`src/xlate_pkg.sv`:
```
// Constants and carriers for the outbound window and utility block decoder
// ==========================================================================
// Notes on behaviour
// RQ1: Size code N gives window of 2^(N+1) bytes.
// RQ2: Size code zero disables outbound translation.
// RQ3: Valid codes 01011..11110; others reserved, software avoids.
// RQ4: One size sets processor and PCI windows.
// RQ5: Software aligns translation base to window size.
// RQ6: Base and size changes apply to later accesses.
// RQ7: Utility block relocatable by local and PCI bases.
// RQ8: Only 32-bit transfers to utility registers.
// RQ9: Keep local utility base outside outbound window.
// RQ10: Local offsets decode message, DMA, xlate, serial, interrupt.
// RQ11: Claim 4 Kbyte PCI region at PCI base.
// RQ12: PCI offsets decode message, DMA, xlate; rest reserved.
// RQ13: Utility block lives at or above 0x8000_0000.
// RQ14: Window base bits 30..12, bit 31 fixed one.
// RQ15: PCI address keeps offset, upper bits from base.
// RQ16: Translation register bits 11..5 read zero.
package xlate_pkg;

  // ========================================================================
  // Register offsets and fields
  localparam logic [19:0] OUT_BASE_OFS     = 20'h02300;
  localparam logic [19:0] OUT_XLATE_OFS    = 20'h02308;
  localparam int          SIZE_LSB         = 0;
  localparam int          SIZE_W           = 5;
  localparam int          BASE_LSB         = 12;
  localparam logic [4:0]  SIZE_RESET       = 5'h00;
  localparam logic [4:0]  SIZE_DISABLED    = 5'h00;
  localparam logic [4:0]  SIZE_MIN         = 5'h0B;
  localparam logic [4:0]  SIZE_MAX         = 5'h1E;
  localparam logic [19:0] XBASE_RESET      = 20'h00000;
  localparam logic [18:0] WBASE_RESET      = 19'h00000;

  // ========================================================================
  // Utility block decode
  localparam logic [31:0] UTIL_FLOOR       = 32'h80000000;
  localparam logic [31:0] UTIL_LOCAL_RESET = 32'h80000000;
  localparam logic [31:0] UTIL_PCI_RESET   = 32'h00000000;
  localparam int          LOCAL_SPAN_BITS  = 20;
  localparam int          PCI_SPAN_BITS    = 12;
  localparam logic [19:0] L_DMA_OFS        = 20'h01000;
  localparam logic [19:0] L_XLATE_OFS      = 20'h02000;
  localparam logic [19:0] L_SERIAL_OFS     = 20'h03000;
  localparam logic [19:0] L_RSVD_OFS       = 20'h04000;
  localparam logic [19:0] L_INTR_OFS       = 20'h40000;
  localparam logic [19:0] L_TOP_OFS        = 20'h80000;
  localparam logic [11:0] P_DMA_OFS        = 12'h100;
  localparam logic [11:0] P_XLATE_OFS      = 12'h300;
  localparam logic [11:0] P_RSVD_OFS       = 12'h400;

  typedef enum logic [2:0] {
    UNIT_NONE   = 3'b000,
    UNIT_MSG    = 3'b001,
    UNIT_DMA    = 3'b010,
    UNIT_XLATE  = 3'b011,
    UNIT_SERIAL = 3'b100,
    UNIT_INTR   = 3'b101,
    UNIT_RSVD   = 3'b110
  } unit_e;

  typedef struct packed {
    logic        hit;
    unit_e       unit;
    logic [19:0] offset;
  } decode_s;

  typedef struct packed {
    logic        hit;
    logic [31:0] addr;
  } xlate_s;

endpackage

```
`src/outbound_window_and_util_decode.sv`:
```
// Outbound window translation and utility register block address decode
module outbound_window_and_util_decode (
  input  wire logic                clk,
  input  wire logic                resetn,
  input  wire logic                ce,
  input  wire logic                reg_wr,
  input  wire logic                reg_rd,
  input  wire logic [19:0]         reg_offset,
  input  wire logic [31:0]         reg_wdata,
  output logic      [31:0]         reg_rdata,
  input  wire logic [31:0]         util_local_base,
  input  wire logic [31:0]         util_pci_base,
  input  wire logic                cpu_valid,
  input  wire logic [31:0]         cpu_addr,
  output xlate_pkg::xlate_s        out_xlate,
  output xlate_pkg::decode_s       local_dec,
  input  wire logic                pci_valid,
  input  wire logic [31:0]         pci_addr,
  output xlate_pkg::decode_s       pci_dec
);

  // ========================================================================
  // Registers
  logic [18:0] wbase_reg;
  logic [19:0] xbase_reg;
  logic [4:0]  size_reg;
  logic [31:0] rdata_next;

  // ========================================================================
  // Strobes and fields
  // Strobes already carry the offset match, so writes elsewhere fall through
  wire        wr_wbase     = reg_wr && (reg_offset == xlate_pkg::OUT_BASE_OFS);
  wire        wr_xlate     = reg_wr && (reg_offset == xlate_pkg::OUT_XLATE_OFS);
  wire        sel_wbase    = (reg_offset == xlate_pkg::OUT_BASE_OFS);
  wire        sel_xlate    = (reg_offset == xlate_pkg::OUT_XLATE_OFS);
  wire [18:0] wbase_field  = reg_wdata[30:12];                                  // [RQ14]
  wire [19:0] xbase_field  = reg_wdata[31:12];
  wire [4:0]  size_field   = reg_wdata[4:0];                                    // [RQ16]
  // Bit 31 of the window base reads one; reserved fields read zero
  wire [31:0] wbase_rdback = {1'b1, wbase_reg, 12'h000};                        // [RQ14]
  wire [31:0] xlate_rdback = {xbase_reg, 7'h00, size_reg};                      // [RQ16]

  // ========================================================================
  // Register state
  // New values take effect on the next access; no drain is needed since
  // translation is purely combinational on the live registers
  always_ff @(posedge clk) begin
    if (!resetn) begin
      wbase_reg <= xlate_pkg::WBASE_RESET;
    end else if (ce && wr_wbase) begin
      wbase_reg <= wbase_field; // [RQ14] [RQ6]
    end
  end

  always_ff @(posedge clk) begin
    if (!resetn) begin
      xbase_reg <= xlate_pkg::XBASE_RESET;
      size_reg  <= xlate_pkg::SIZE_RESET;
    end else if (ce && wr_xlate) begin
      xbase_reg <= xbase_field; // [RQ6]
      size_reg  <= size_field;  // [RQ6] [RQ16]
    end
  end

  always_ff @(posedge clk) begin
    if (!resetn) begin
      reg_rdata <= 32'h00000000;
    end else if (ce && reg_rd) begin
      reg_rdata <= rdata_next;
    end
  end

  assign rdata_next = sel_wbase ? wbase_rdback :
                      sel_xlate ? xlate_rdback :
                                  32'h00000000;

  // ========================================================================
  // Outbound translation
  // Mask covers offset bits below 2^(N+1); reserved codes are not trapped
  wire [5:0]  span_bits   = {1'b0, size_reg} + 6'h01;                            // [RQ1] [RQ3]
  logic [31:0] offset_mask;
  // Bit i belongs to the offset while i lies below N+1
  for (genvar i = 0; i < 32; i++) begin : g_mask
    assign offset_mask[i] = (6'(i) < span_bits);                                 // [RQ1]
  end
  wire [31:0] wbase_full  = {1'b1, wbase_reg, 12'h000};                         // [RQ14]
  wire [31:0] xbase_full  = {xbase_reg, 12'h000};
  wire        xlate_on    = (size_reg != xlate_pkg::SIZE_DISABLED);             // [RQ2]
  // Same mask frames both the processor window and PCI window
  wire        win_hit     = xlate_on && cpu_valid &&
                            ((cpu_addr & ~offset_mask) == (wbase_full & ~offset_mask)); // [RQ4]

  assign out_xlate.hit  = win_hit;
  assign out_xlate.addr = win_hit ? ((xbase_full & ~offset_mask) | (cpu_addr & offset_mask))
                                  : 32'h00000000;                               // [RQ15]

  // ========================================================================
  // Local utility block decode: 1 Mbyte span
  wire [31:0] loc_delta = cpu_addr - util_local_base;                           // [RQ7]
  wire        loc_in    = cpu_valid && (util_local_base >= xlate_pkg::UTIL_FLOOR) &&
                          (cpu_addr >= util_local_base) &&
                          (loc_delta[31:xlate_pkg::LOCAL_SPAN_BITS] == 12'h000); // [RQ13]
  wire [19:0] loc_ofs   = loc_delta[19:0];
  xlate_pkg::unit_e loc_unit;

  assign loc_unit = (loc_ofs <  xlate_pkg::L_DMA_OFS)    ? xlate_pkg::UNIT_MSG :
                    (loc_ofs <  xlate_pkg::L_XLATE_OFS)  ? xlate_pkg::UNIT_DMA :
                    (loc_ofs <  xlate_pkg::L_SERIAL_OFS) ? xlate_pkg::UNIT_XLATE :
                    (loc_ofs <  xlate_pkg::L_RSVD_OFS)   ? xlate_pkg::UNIT_SERIAL :
                    (loc_ofs <  xlate_pkg::L_INTR_OFS)   ? xlate_pkg::UNIT_RSVD :
                    (loc_ofs <  xlate_pkg::L_TOP_OFS)    ? xlate_pkg::UNIT_INTR :
                                                           xlate_pkg::UNIT_RSVD; // [RQ10]

  assign local_dec.hit    = loc_in;
  assign local_dec.unit   = loc_in ? loc_unit : xlate_pkg::UNIT_NONE;
  assign local_dec.offset = loc_in ? loc_ofs : 20'h00000;

  // ========================================================================
  // PCI utility region decode: 4 Kbyte span
  wire [31:0] pci_delta = pci_addr - util_pci_base;                             // [RQ7]
  wire        pci_in    = pci_valid && (pci_addr >= util_pci_base) &&
                          (pci_delta[31:xlate_pkg::PCI_SPAN_BITS] == 20'h00000); // [RQ11]
  wire [11:0] pci_ofs   = pci_delta[11:0];
  xlate_pkg::unit_e pci_unit;

  assign pci_unit = (pci_ofs < xlate_pkg::P_DMA_OFS)   ? xlate_pkg::UNIT_MSG :
                    (pci_ofs < xlate_pkg::P_XLATE_OFS) ? xlate_pkg::UNIT_DMA :
                    (pci_ofs < xlate_pkg::P_RSVD_OFS)  ? xlate_pkg::UNIT_XLATE :
                                                         xlate_pkg::UNIT_RSVD;  // [RQ12]

  assign pci_dec.hit    = pci_in;
  assign pci_dec.unit   = pci_in ? pci_unit : xlate_pkg::UNIT_NONE;
  assign pci_dec.offset = pci_in ? {8'h00, pci_ofs} : 20'h00000;

endmodule

```
`config.mk`:
```
export PLATFORM = sky130hd
export DESIGN_NAME = outbound_window_and_util_decode
export DESIGN_NICKNAME = d
export VERILOG_FILES = /design/src/xlate_pkg.sv /design/src/outbound_window_and_util_decode.sv
export SDC_FILE = /design/constraint.sdc
export NUM_CORES = 1
export LEC_CHECK = 0
export BUFFER_PORTS_ARGS = -buffer_cell sky130_fd_sc_hd__clkbuf_2
export CORE_MARGIN = 8
export CORE_UTILIZATION = 32
export CTS_CLUSTER_SIZE = 28
export DETAILED_ROUTE_END_ITERATION = 8
export SLEW_MARGIN = 20
export SYNTH_ARGS = -nofsm -noshare
export SYNTH_HDL_FRONTEND = slang
export SYNTH_SLANG_ARGS = --single-unit
```
`constraint.sdc`:
```
create_clock -name clk -period 6 [get_ports clk]
set_input_delay 1.2 -clock clk [delete_from_list [all_inputs] [get_ports clk]]
set_output_delay 1.2 -clock clk [all_outputs]
set_load 0.1 [all_outputs]
```
After elaboration in Yosys (flattened, before gate mapping) --
Index checks and enable logic that the tools add are counted.
Word-level totals: bits in latches 0, flip-flop bits (word level) 76, output and inout bits 113, RAM bits 0, bits in read-only memories 0, memories kept 0
Operators by class: multiply operators 0, reduce and logical (&&, ||, !) cells 15, multiplexer cells 16, div/mod/pow operators 0, bitwise gates (word level) 6, eq/ne operators 3, order comparisons 44, shifts and indexed selects 0, add/sub/neg operators 3
Operator list (number):
- 32-bit bitwise AND | 4
- 5-bit by 6-bit less-than comparator with 1-bit output, first input constant | 16
- 32-bit two-way mux | 3
- 32-bit greater-or-equal comparator | 2
- 32-bit subtractor | 2
- 4-bit by 6-bit less-than comparator with 1-bit output, first input constant | 8
- 20-bit by 14-bit equality test with 1-bit output, second input constant | 2
- 20-bit by 14-bit less-than comparator with 1-bit output, second input constant | 2
- 32-bit equality test | 1
- 32-bit greater-or-equal comparator, second input constant | 1
- 32-bit inverter | 1
- 32-bit bitwise OR | 1
- 3-bit by 6-bit less-than comparator with 1-bit output, first input constant | 4
- 3-bit two-way mux | 8
- 20-bit zero test | 1
- 20-bit by 13-bit less-than comparator with 1-bit output, second input constant | 1
- 20-bit by 15-bit less-than comparator with 1-bit output, second input constant | 1
- 20-bit by 19-bit less-than comparator with 1-bit output, second input constant | 1
- 20-bit less-than comparator, second input constant | 1
- 20-bit two-way mux | 1
- 1-bit logical AND | 12
- 12-bit zero test | 1
- 1-bit by 6-bit less-than comparator with 1-bit output, first input constant | 2
- 12-bit by 10-bit less-than comparator with 1-bit output, second input constant | 1
- 7 further kinds | 10

Depth between registers and ports, before layout --
Gate-level depths: netlist of run 1.
word-level depth 9, gate-level depth with buffers 16, gate-level depth less buffers 13

Least setup slack after synthesis of run 1 --
OpenSTA, ideal clock, no wires.
kind input-to-output, from input pci_addr[0], to output pci_dec[8] in the netlist's numbering, slack -2104 ps, required time 4800 ps, cell stages on the path 14, arrival time 6904 ps, cells stage by stage inv_1 > ha_1 > inv_1 > fa_1 > a21o_2 > a21oi_2 > o221a_2 > o21bai_1 > a211o_1 > a221oi_1 > nand4_1 > or4_1 > clkbuf_1 > nor4b_1
RTL lines:
- start, declared | line outbound_window_and_util_decode.sv:18 | input wire logic [31:0] pci_addr,
- end, declared | line outbound_window_and_util_decode.sv:19 | output xlate_pkg::decode_s pci_dec

==> reports/results.ini, run 1 <==
[critical_path]
crit_type=primary input to output pin
worstReg2RegStart=size_reg[2]$_SDFFE_PN0P_
cp_max_fo=6
required_ns=4.80
end_kind=output pin
rr_worst_depth=2
rrSetupSlack_ns=4.95
cp-start-kind=primary input
worstPathArrival_ns=4.74
r2r-end=reg_rdata[2]$_SDFFE_PN0P_

[yosys]
synth_adder_area_share=0.0997
synth_cells=1343
yosysTopAreaCell=dfxtp_1
yosys_register_bits=69
synth_flop_cell=dfxtp_1
synth_cell_types=82
synth_top_family_by_area=compound AO/OA/AOI/OAI gates
synth_compound_area_frac=0.282
synth_area_per_cell_um2=6.88
synthXorXnorAreaFrac=0.0607
netlist.area_leader.share=0.150
synth-edff-count=0
synth_area_leaders=dfxtp_1 15%, ha_1 9.2%, nand2_1 7.8%
yosysSeqAreaShare=0.150
async_flop_share=0
syn_area_um2=9230
ys_warn_count=0
synth_mux_area_frac=0.0482
synth-simple-area-share=0.269

[floorplanning]
die-area_um2=34500
coreArea_um2=28500
num_rows=62
dieHeight_um=186
start_util=0.323
die_w_um=186
ios=300

[sta]
relSlewSlack=0.321
rsz0062_at_grt=true
fmax_ghz=0.168
slew_viol_final=0
setup-violations-final=0
worstMarginPinSlew_ns=1.02
finalSetupTns_ns=0
finalHoldViolCount=0
period_share=0.990
post-route-min-period_ns=5.94
clock_skew_ns=0.00828

[min_path]
worstHoldEndpoint=reg_rdata[31]$_SDFFE_PN0P_
min_path_type=flip-flop to flip-flop
hold_path_depth=2
hold_start=reg_rdata[31]$_SDFFE_PN0P_

[grt]
antenna_found_initial=3
overflow=0
grt_pass1_vias=10600
gr-usage-all-layers=0.202
grt_max_degree=70
grt_first_pass_wirelength_mm=56.4

[layout]
postLayoutCellArea_um2=12800
largest_reg_flops=25
syn_to_final_growth_pct=38.1
fin_nets=1871
layout-drive-gt1-share=0.275

[pwr]
ir_drop_uv=153
power.total_uw=1850
power_density_nw_per_um2=145
p_leak_uw=0.00556

[route]
detail_route.wl_per_cell_um=18.2
num_vias=10800
wirelength_mm=36.6
drt_iter0_markers=805
route.detailed.drc=0
antenna_left=0
routed_via_density=5.39
first_pass_iters=5

[cts]
ctsHtreeMaxLevel=3
worstSkewPairLatency_ns=0.34
cts-root-buf=clkbuf_16
clockBufferDepth=2
cts_tree=yes
clk_pin_slew_ns=0.06
numCtsBuffers=9
cts.sink_count=69
postCtsHoldBufs=0

[placed_design]
gp_congestion=0.928
place.port_buffers=277
hpwl_mm=30.0
placed_area_um2=12100

[run_status]
status=complete, no violations

[job]
cap_violations=0

-- per-layer routing --
layer,GRT usage,part of all wire,wire length [µm],up-vias
met4,0.0553,0.027,977,2
met1,0.256,0.43,15600,5037
met5,0,0.00036,13,-
li1,-,-,-,5282
met2,0.345,0.47,17200,441
met3,0.0394,0.075,2740,53
-- Yosys cell counts (40+ instances only) --
cell type	count
a21boi_0	46
nor2_1	103
inv_1	95
a21oi_1	122
dfxtp_1	69
o21ai_0	77
ha_1	68
clkbuf_1	58
nand2_1	192
mux2i_1	40
nor3_1	43
-- worst max-delay path by stage --
stage	startpoint	end	slack, ns	cells past startpoint
6_report	cpu_addr[0]	local_dec[21]	0.06	16
5_1_grt	cpu_addr[0]	local_dec[21]	-0.06	16
4_1_cts	cpu_addr[0]	local_dec[21]	0.004	16
3_5_place_dp	cpu_addr[0]	local_dec[18]	-0.21	15
3_3_place_gp	cpu_addr[0]	local_dec[22]	-0.14	15
2_1_floorplan	cpu_addr[0]	local_dec[2]	-0.43	14
-- critical path, stage by stage --
cell	delay, ns
buf_12	0.09
inv_12	0.03
ha_4	0.15
fa_2	0.39
nand2b_4	0.16
a211oi_4	0.24
buf_4	0.16
o21ba_4	0.15
o21ai_4	0.07
a2111oi_4	0.38
o21ai_1	0.10
a2111o_1	0.36
or4_4	0.59
buf_12	0.20
a2111oi_4	0.25
buf_12	0.22
-- cell families after synthesis --
logic type,after synthesis
buffers and inverters,191
other,1
adder cells (fa/ha/maj),73
AO/OA/AOI/OAI,398
flip-flops,69
XOR/XNOR,64
AND/OR/NAND/NOR,503
multiplexers,44
-- per-stage QoR --
| step | cells | hold slack [ns] | worst slack [ns] | utilization |
|---|---|---|---|---|
| 4_1_cts | 1997 | 0.483 | 0.00367 | 0.440 |
| 6_report | 2005 | 0.477 | 0.0623 | 0.447 |
| 5_1_grt | 2004 | 0.502 | -0.0601 | 0.447 |
| 2_1_floorplan | 1357 | 0.450 | -0.429 | - |
| 3_3_place_gp | 1980 | 0.458 | -0.141 | 0.425 |
| 3_5_place_dp | 1980 | 0.468 | -0.213 | 0.425 |
-- layout make-up --
| class | instances | area (µm²) |
|---|---|---|
| diodes | 2 | 5.00 |
| clock buffers | 11 | 253 |
| clock inverters | 5 | 81.3 |
| fillers | 2972 | 15800 |
| inverters | 96 | 385 |
| multi-input cells | 1097 | 7560 |
| flip-flops and latches | 69 | 1380 |
| well taps | 384 | 480 |
| repair buffers | 341 | 2610 |
-- power breakdown --
group	switching [µW]	leakage, µW	internal [µW]
sequential	0.000104	0.000555	458
combinational	500	0.00485	301
clock	205	0.000162	387
total	705	0.00556	1150
-- cell usage in the layout (no fill, tap or decap), types with 6 or more instances in the layout --
cell type | synthesis | layout
a211oi_1 | 10 | 9
a21boi_0 | 46 | 46
a21o_1 | 12 | 12
a21oi_1 | 122 | 122
a22oi_1 | 6 | 6
a31oi_1 | 14 | 13
and2_1 | 6 | 6
buf_12 | 0 | 46
buf_4 | 18 | 58
clkbuf_16 | 0 | 11
clkbuf_2 | 0 | 233
conb_1 | 1 | 15
dfxtp_1 | 69 | 69
ha_1 | 68 | 66
inv_1 | 95 | 92
mux2i_1 | 40 | 40
nand2_1 | 192 | 191
nand2b_1 | 17 | 16
nand3_1 | 15 | 15
nand4_1 | 28 | 28
nor2_1 | 103 | 102
nor2b_1 | 32 | 32
nor3_1 | 43 | 38
nor3_4 | 0 | 21
nor4_1 | 9 | 6
nor4_4 | 0 | 10
o211ai_1 | 11 | 11
o21a_1 | 11 | 11
o21ai_0 | 77 | 73
o21ai_1 | 8 | 10
o221ai_1 | 7 | 7
o22ai_1 | 10 | 10
or3_1 | 8 | 8
xnor2_1 | 32 | 32
xor2_1 | 32 | 32
-- what timing repair did --
item / in CTS / in global routing
setup buffers: 0 / 4
pin swaps: 1 / 15
cloned: 1 / 2
resized for setup: 13 / 23
setup endpoints to repair: 24 / 27
(Power assumes the default switching activity.)
==> run 2: changes to the inputs <==
--- a/config.mk
+++ b/config.mk
@@ -5,6 +5,8 @@
 export SDC_FILE = /design/constraint.sdc
 export NUM_CORES = 1
 export LEC_CHECK = 0
+export ABC_AREA = 1
+export ABC_CLOCK_PERIOD_IN_PS = 6000
 export BUFFER_PORTS_ARGS = -buffer_cell sky130_fd_sc_hd__clkbuf_2
 export CORE_MARGIN = 8
 export CORE_UTILIZATION = 32
==> run 2 against run 1 <==
Compared with the run above:
- core utilization shrank 5.9 points
- count of clock-buffer cells in the layout increased by 1
- final cell count increased by 20%
- synthesized cell count rose by 31%
- non-clock buffer count is 56 lower
- sequential power up 3%
- register-to-register slack better by 0.06 ns
- sequential share of layout area up 0.85 points
- synthesized area up 7.3%
- largest power group unchanged
- flip-flop and latch count unchanged
- critical path depth is 3 higher
- global-route usage rose by 0.31 points
==> reports/results.ini, run 2 <==
[route]
routed_via_density=4.75
wirelength_mm=38.9
detail_route.wl_per_cell_um=16.1
first_pass_iters=7
num_vias=11500
route.detailed.drc=0
antenna_left=0
drt_iter0_markers=780

[yosys]
synth_area_per_cell_um2=5.64
ys_warn_count=0
synth_area_leaders=nand2_1 18%, inv_1 15%, dfxtp_1 14%
syn_area_um2=9910
synth_mux_area_frac=0.00555
netlist.area_leader.share=0.181
synthXorXnorAreaFrac=0.0434
synth_adder_area_share=0.0899
synth-edff-count=0
synth_cell_types=51
synth_top_family_by_area=simple AND/OR/NAND/NOR gates
yosysSeqAreaShare=0.139
synth-simple-area-share=0.406
synth.most_common_cell=nand2_1
synth_cells=1757
synth_flop_cell=dfxtp_1
synthTopCellsByCount=477 x nand2_1, 383 x inv_1, 202 x nor2_1
yosysTopAreaCell=nand2_1
async_flop_share=0
yosys_register_bits=69
synth_compound_area_frac=0.130

[cts]
post_cts_buffers=0
postCtsHoldBufs=0
cts_tree=yes
numCtsBuffers=9
cts.sink_count=69
ctsHtreeMaxLevel=3
clockBufferDepth=2
clk_pin_slew_ns=0.05
worstSkewPairLatency_ns=0.34
cts-root-buf=clkbuf_16
post_cts_resized=0

[layout]
stdcell_count=2416
mostFrequentLayoutCells=477 x nand2_1, 381 x inv_1, 277 x clkbuf_2, 200 x nor2_1, 94 x nand3_1
fin_nets=2272
syn_to_final_growth_pct=19.3
largest_reg_flops=25
final_common_cell=nand2_1
final_util=0.388
postLayoutCellArea_um2=11800
layout-drive-gt1-share=0.185
n_fill_cell=3429

[floorplanning]
ios=300
dieHeight_um=192
die_w_um=192
start_util=0.325
num_rows=64
coreArea_um2=30500
die-area_um2=36900

[job]
cap_violations=0

[placed_design]
hpwl_mm=33.3
placed_area_um2=11600
place.port_buffers=277
dp.cells=2400
gp_congestion=0.928

[critical_path]
cp_max_fo=24
worstPathArrival_ns=4.30
rrSetupSlack_ns=5.01
cp-start-kind=primary input
crit_type=primary input to output pin
required_ns=4.80
end_kind=output pin

[min_path]
min_path_type=flip-flop to flip-flop

[grt]
grt_first_pass_wirelength_mm=59.8
grt_pass1_vias=11200
antenna_found_initial=3
grt_max_degree=45
overflow=0
gr-usage-all-layers=0.205

[sta]
worstMarginPinSlew_ns=0.763
post-route-min-period_ns=5.50
relSlewSlack=0.488
finalHoldViolCount=0
setup-violations-final=0
clock_skew_ns=0.00444
fmax_ghz=0.182
rsz0062_at_grt=false
finalSetupTns_ns=0
slew_viol_final=0
period_share=0.917

[pwr]
p_leak_uw=0.00671
ir_drop_uv=176
power.total_uw=1730
power_density_nw_per_um2=146

[run_status]
status=complete, no violations

## run 2: cell types whose count changed in the layout (fill, tap and decap cells not counted), moves of 32 or more
cell | previous run | this run
nand2_1 | 191 | 477
nand3_1 | 15 | 94
a21oi_1 | 122 | 70
buf_4 | 58 | 8
mux2i_1 | 40 | 1
clkbuf_2 | 233 | 277
inv_1 | 92 | 381
nor2_1 | 102 | 200
a21boi_0 | 46 | 1
nor2b_1 | 32 | 0
buf_12 | 46 | 0
## run 2: worst paths after layout
kind                             start                         to  cells past startpoint
max                        cpu_addr[0]               local_dec[2]                     19
min          reg_rdata[1]$_SDFFE_PN0P_  reg_rdata[1]$_SDFFE_PN0P_                      2
max reg2reg   size_reg[2]$_SDFFE_PN0P_  reg_rdata[2]$_SDFFE_PN0P_                      2
min reg2reg  reg_rdata[1]$_SDFFE_PN0P_  reg_rdata[1]$_SDFFE_PN0P_                      2
## run 2: kinds of logic after synthesis
| family | count (synthesis) |
|---|---|
| adders and majority gates | 70 |
| xor gates and xnor gates | 47 |
| DFF | 69 |
| other | 1 |
| buffers and inverters | 443 |
| AOI/OAI and AO/OA | 214 |
| muxes | 5 |
| and+or+nand+nor | 908 |
## run 2: layout make-up
cell class | instances | area [µm²] | area share
Timing Repair Buffer | 285 | 1450 | 0.122
Multi-Input combinational cell | 1259 | 6750 | 0.571
Clock buffer | 12 | 256 | 0.0217
Sequential cell | 69 | 1380 | 0.117
Clock inverter | 2 | 10.0 | 0.000847
Antenna cell | 2 | 5.00 | 0.000423
Tap cell | 396 | 495 | 0.0419
Inverter | 391 | 1480 | 0.125
## run 2: layer usage
| layer | GRT usage | vias to the layer above | share of wire |
|---|---|---|---|
| met5 | 0 | - | 0.00046 |
| met4 | 0.0585 | 2 | 0.026 |
| met3 | 0.0399 | 48 | 0.079 |
| met2 | 0.341 | 402 | 0.45 |
| met1 | 0.266 | 5072 | 0.45 |
| li1 | - | 5964 | - |
## run 2: power breakdown
part           internal [µW]  switching (µW)
Sequential               466            4.26
Clock                    296             189
Combinational            242             535
Total                   1000             728
## run 2: per-stage QoR
stage	worst slack [ns]	hold slack, ns
floorplan	-0.257	0.461
global placement	0.554	0.453
detailed placement	0.485	0.465
CTS	0.462	0.476
global route	0.182	0.511
finish	0.501	0.479
## run 2: worst max-delay path, cell delays in order
cell and delay, ns:
clkbuf_2 0.13, inv_1 0.11, ha_1 0.22, fa_1 0.41, inv_1 0.09, nand3_1 0.07
nand3_1 0.20, nand2_1 0.08, nand2_1 0.16, nand2_1 0.09, nand4_1 0.09, nand2_1 0.06
nor2_1 0.19, nand3_1 0.11, nor2_1 0.13, nand3_2 0.09, buf_4 0.22, nor2_1 0.15
clkbuf_2 0.49
==> run 3: changes to the inputs <==
--- a/config.mk
+++ b/config.mk
@@ -9,9 +9,10 @@
 export ABC_CLOCK_PERIOD_IN_PS = 6000
 export BUFFER_PORTS_ARGS = -buffer_cell sky130_fd_sc_hd__clkbuf_2
 export CORE_MARGIN = 8
-export CORE_UTILIZATION = 32
+export CORE_UTILIZATION = 40
 export CTS_CLUSTER_SIZE = 28
 export DETAILED_ROUTE_END_ITERATION = 8
+export RECOVER_POWER = 50
 export SLEW_MARGIN = 20
 export SYNTH_ARGS = -nofsm -noshare
 export SYNTH_HDL_FRONTEND = slang
==> run 3 against run 2 <==
Compared with the run above:
- the flow now finishes with violations (max-capacitance violations, max-slew violations)
- count of clock-buffer cells in the layout decreased by 3
- final cell count fell by 3.1%
- combinational power down 1%
- largest cell class unchanged
- cell area fell by 0.70%
- highest routed layer unchanged
- power up 8.6%
- core utilization grew 9.5 points
- worst hold slack worse by 0.015 ns
==> reports/results.ini, run 3 (synthesis results as in run 2) <==
[run_status]
status=finished with violations
failed_checks=max-capacitance violations, max-slew violations

[sta]
setup-violations-final=0
period_share=0.943
finalHoldViolCount=0
clock_skew_ns=0.00775
fin_ws_ns=0.344
relSlewSlack=-0.626
post-route-min-period_ns=5.66
rsz0062_at_grt=false
slew_viol_final=39
worstMarginPinSlew_ns=2.43
fmax_ghz=0.177

[floorplanning]
start_util=0.408
die-area_um2=30100
coreArea_um2=24300
dieHeight_um=173
ios=300
num_rows=57
die_w_um=173

[critical_path]
cp-start-kind=primary input
cp_max_fo=24
end_kind=output pin
required_ns=4.80
r2r-end=reg_rdata[2]$_SDFFE_PN0P_
worstReg2RegStart=size_reg[2]$_SDFFE_PN0P_
worstPathArrival_ns=4.46
crit_type=primary input to output pin
crit_path_end=local_dec[1]
rrSetupSlack_ns=4.98
startpoint=cpu_addr[0]
rr_worst_depth=2

[layout]
postLayoutCellArea_um2=11700
fin_nets=2268
mostFrequentLayoutCells=477 x nand2_1, 382 x inv_1, 252 x clkbuf_2, 202 x nor2_1, 94 x nand3_1
final_util=0.483
final_common_cell=nand2_1
largest_reg_flops=25
antenna_cells=0
stdcell_count=2340
syn_to_final_growth_pct=18.4
layout-drive-gt1-share=0.171

[pwr]
power.total_uw=1880
ir_drop_uv=188
p_leak_uw=0.00664
power_density_nw_per_um2=160

[placed_design]
place.port_buffers=277
hpwl_mm=32.3
placed_area_um2=11400
gp_congestion=0.940
place_ws_ns=0.377
dp.cells=2324

[job]
cap_violations=1

[route]
detail_route.wl_per_cell_um=16.0
routed_via_density=4.85
route.detailed.drc=0
antenna_left=0
num_vias=11400
drt_iter0_markers=755
first_pass_iters=5
wirelength_mm=37.5

[grt]
grt_pass1_vias=11000
grt_first_pass_wirelength_mm=58.3
overflow=0
grt_max_degree=50
antenna_found_initial=4
gr-usage-all-layers=0.238

[cts]
cts_tree=yes
worstSkewPairLatency_ns=0.34
clockBufferDepth=2
cts.sink_count=69
ctsHtreeMaxLevel=3
postCtsHoldBufs=0
clk_pin_slew_ns=0.07
post_cts_resized=0
cts-root-buf=clkbuf_16
numCtsBuffers=9
post_cts_buffers=0

[min_path]
min_path_type=flip-flop to flip-flop

run 3: changes by cell type in the layout (fill, tap and decap cells not counted), sizes merged:
cell    change
buf         -6
bufinv      +3
clkbuf      -1
clkinv      -2
diode       -2
inv         +4
run 3: layout make-up:
type | instances | area [µm²]
clock buffer | 9 | 225
clock inverter | 7 | 128
inverter | 391 | 1480
fill | 2716 | 12600
multi-input combinational | 1259 | 6740
tap | 324 | 405
timing repair buffer | 281 | 1380
sequential | 69 | 1380
run 3: stage by stage:
stage               TNS (ns)  hold slack, ns
finish                     0           0.465
floorplan              -1.96           0.461
global placement           0           0.455
CTS                        0           0.470
global route               0           0.486
detailed placement         0           0.461
run 3: power breakdown:
part | internal (µW) | switching [µW] | total (µW)
logic | 239 | 530 | 769
clock network | 413 | 230 | 642
registers | 466 | 4.16 | 470
run 3: layer usage:
| layer | GRT usage | wire, µm |
|---|---|---|
| met1 | 0.310 | 17200 |
| met3 | 0.0457 | 2430 |
| met2 | 0.405 | 17300 |
| met4 | 0.0392 | 478 |
| met5 | 0 | 46 |
run 3: how the worst min path moves through the flow:
stage / startpoint / end / slack [ns] / cells past startpoint
after floorplan: xbase_reg[19]$_SDFFE_PN0P_ / reg_rdata[31]$_SDFFE_PN0P_ / 0.46 / 2
after global placement: reg_rdata[4]$_SDFFE_PN0P_ / reg_rdata[4]$_SDFFE_PN0P_ / 0.45 / 2
after detailed placement: reg_rdata[4]$_SDFFE_PN0P_ / reg_rdata[4]$_SDFFE_PN0P_ / 0.46 / 2
after CTS: reg_rdata[4]$_SDFFE_PN0P_ / reg_rdata[4]$_SDFFE_PN0P_ / 0.47 / 2
after global routing: reg_rdata[3]$_SDFFE_PN0P_ / reg_rdata[3]$_SDFFE_PN0P_ / 0.49 / 2
final: reg_rdata[2]$_SDFFE_PN0P_ / reg_rdata[2]$_SDFFE_PN0P_ / 0.46 / 2
run 3: critical path, stage by stage:
cell and delay, ns:
clkbuf_2 0.13, inv_1 0.10, ha_1 0.22, fa_1 0.41, inv_1 0.10, nand3_1 0.07
nand3_1 0.22, nand2_1 0.09, nand2_1 0.17, nand3_1 0.12, nand2_1 0.10, nand3_1 0.07
nand2_1 0.12, xor2_1 0.07, nor2_1 0.13, nand3_2 0.38, nor2_1 0.24, clkbuf_2 0.49
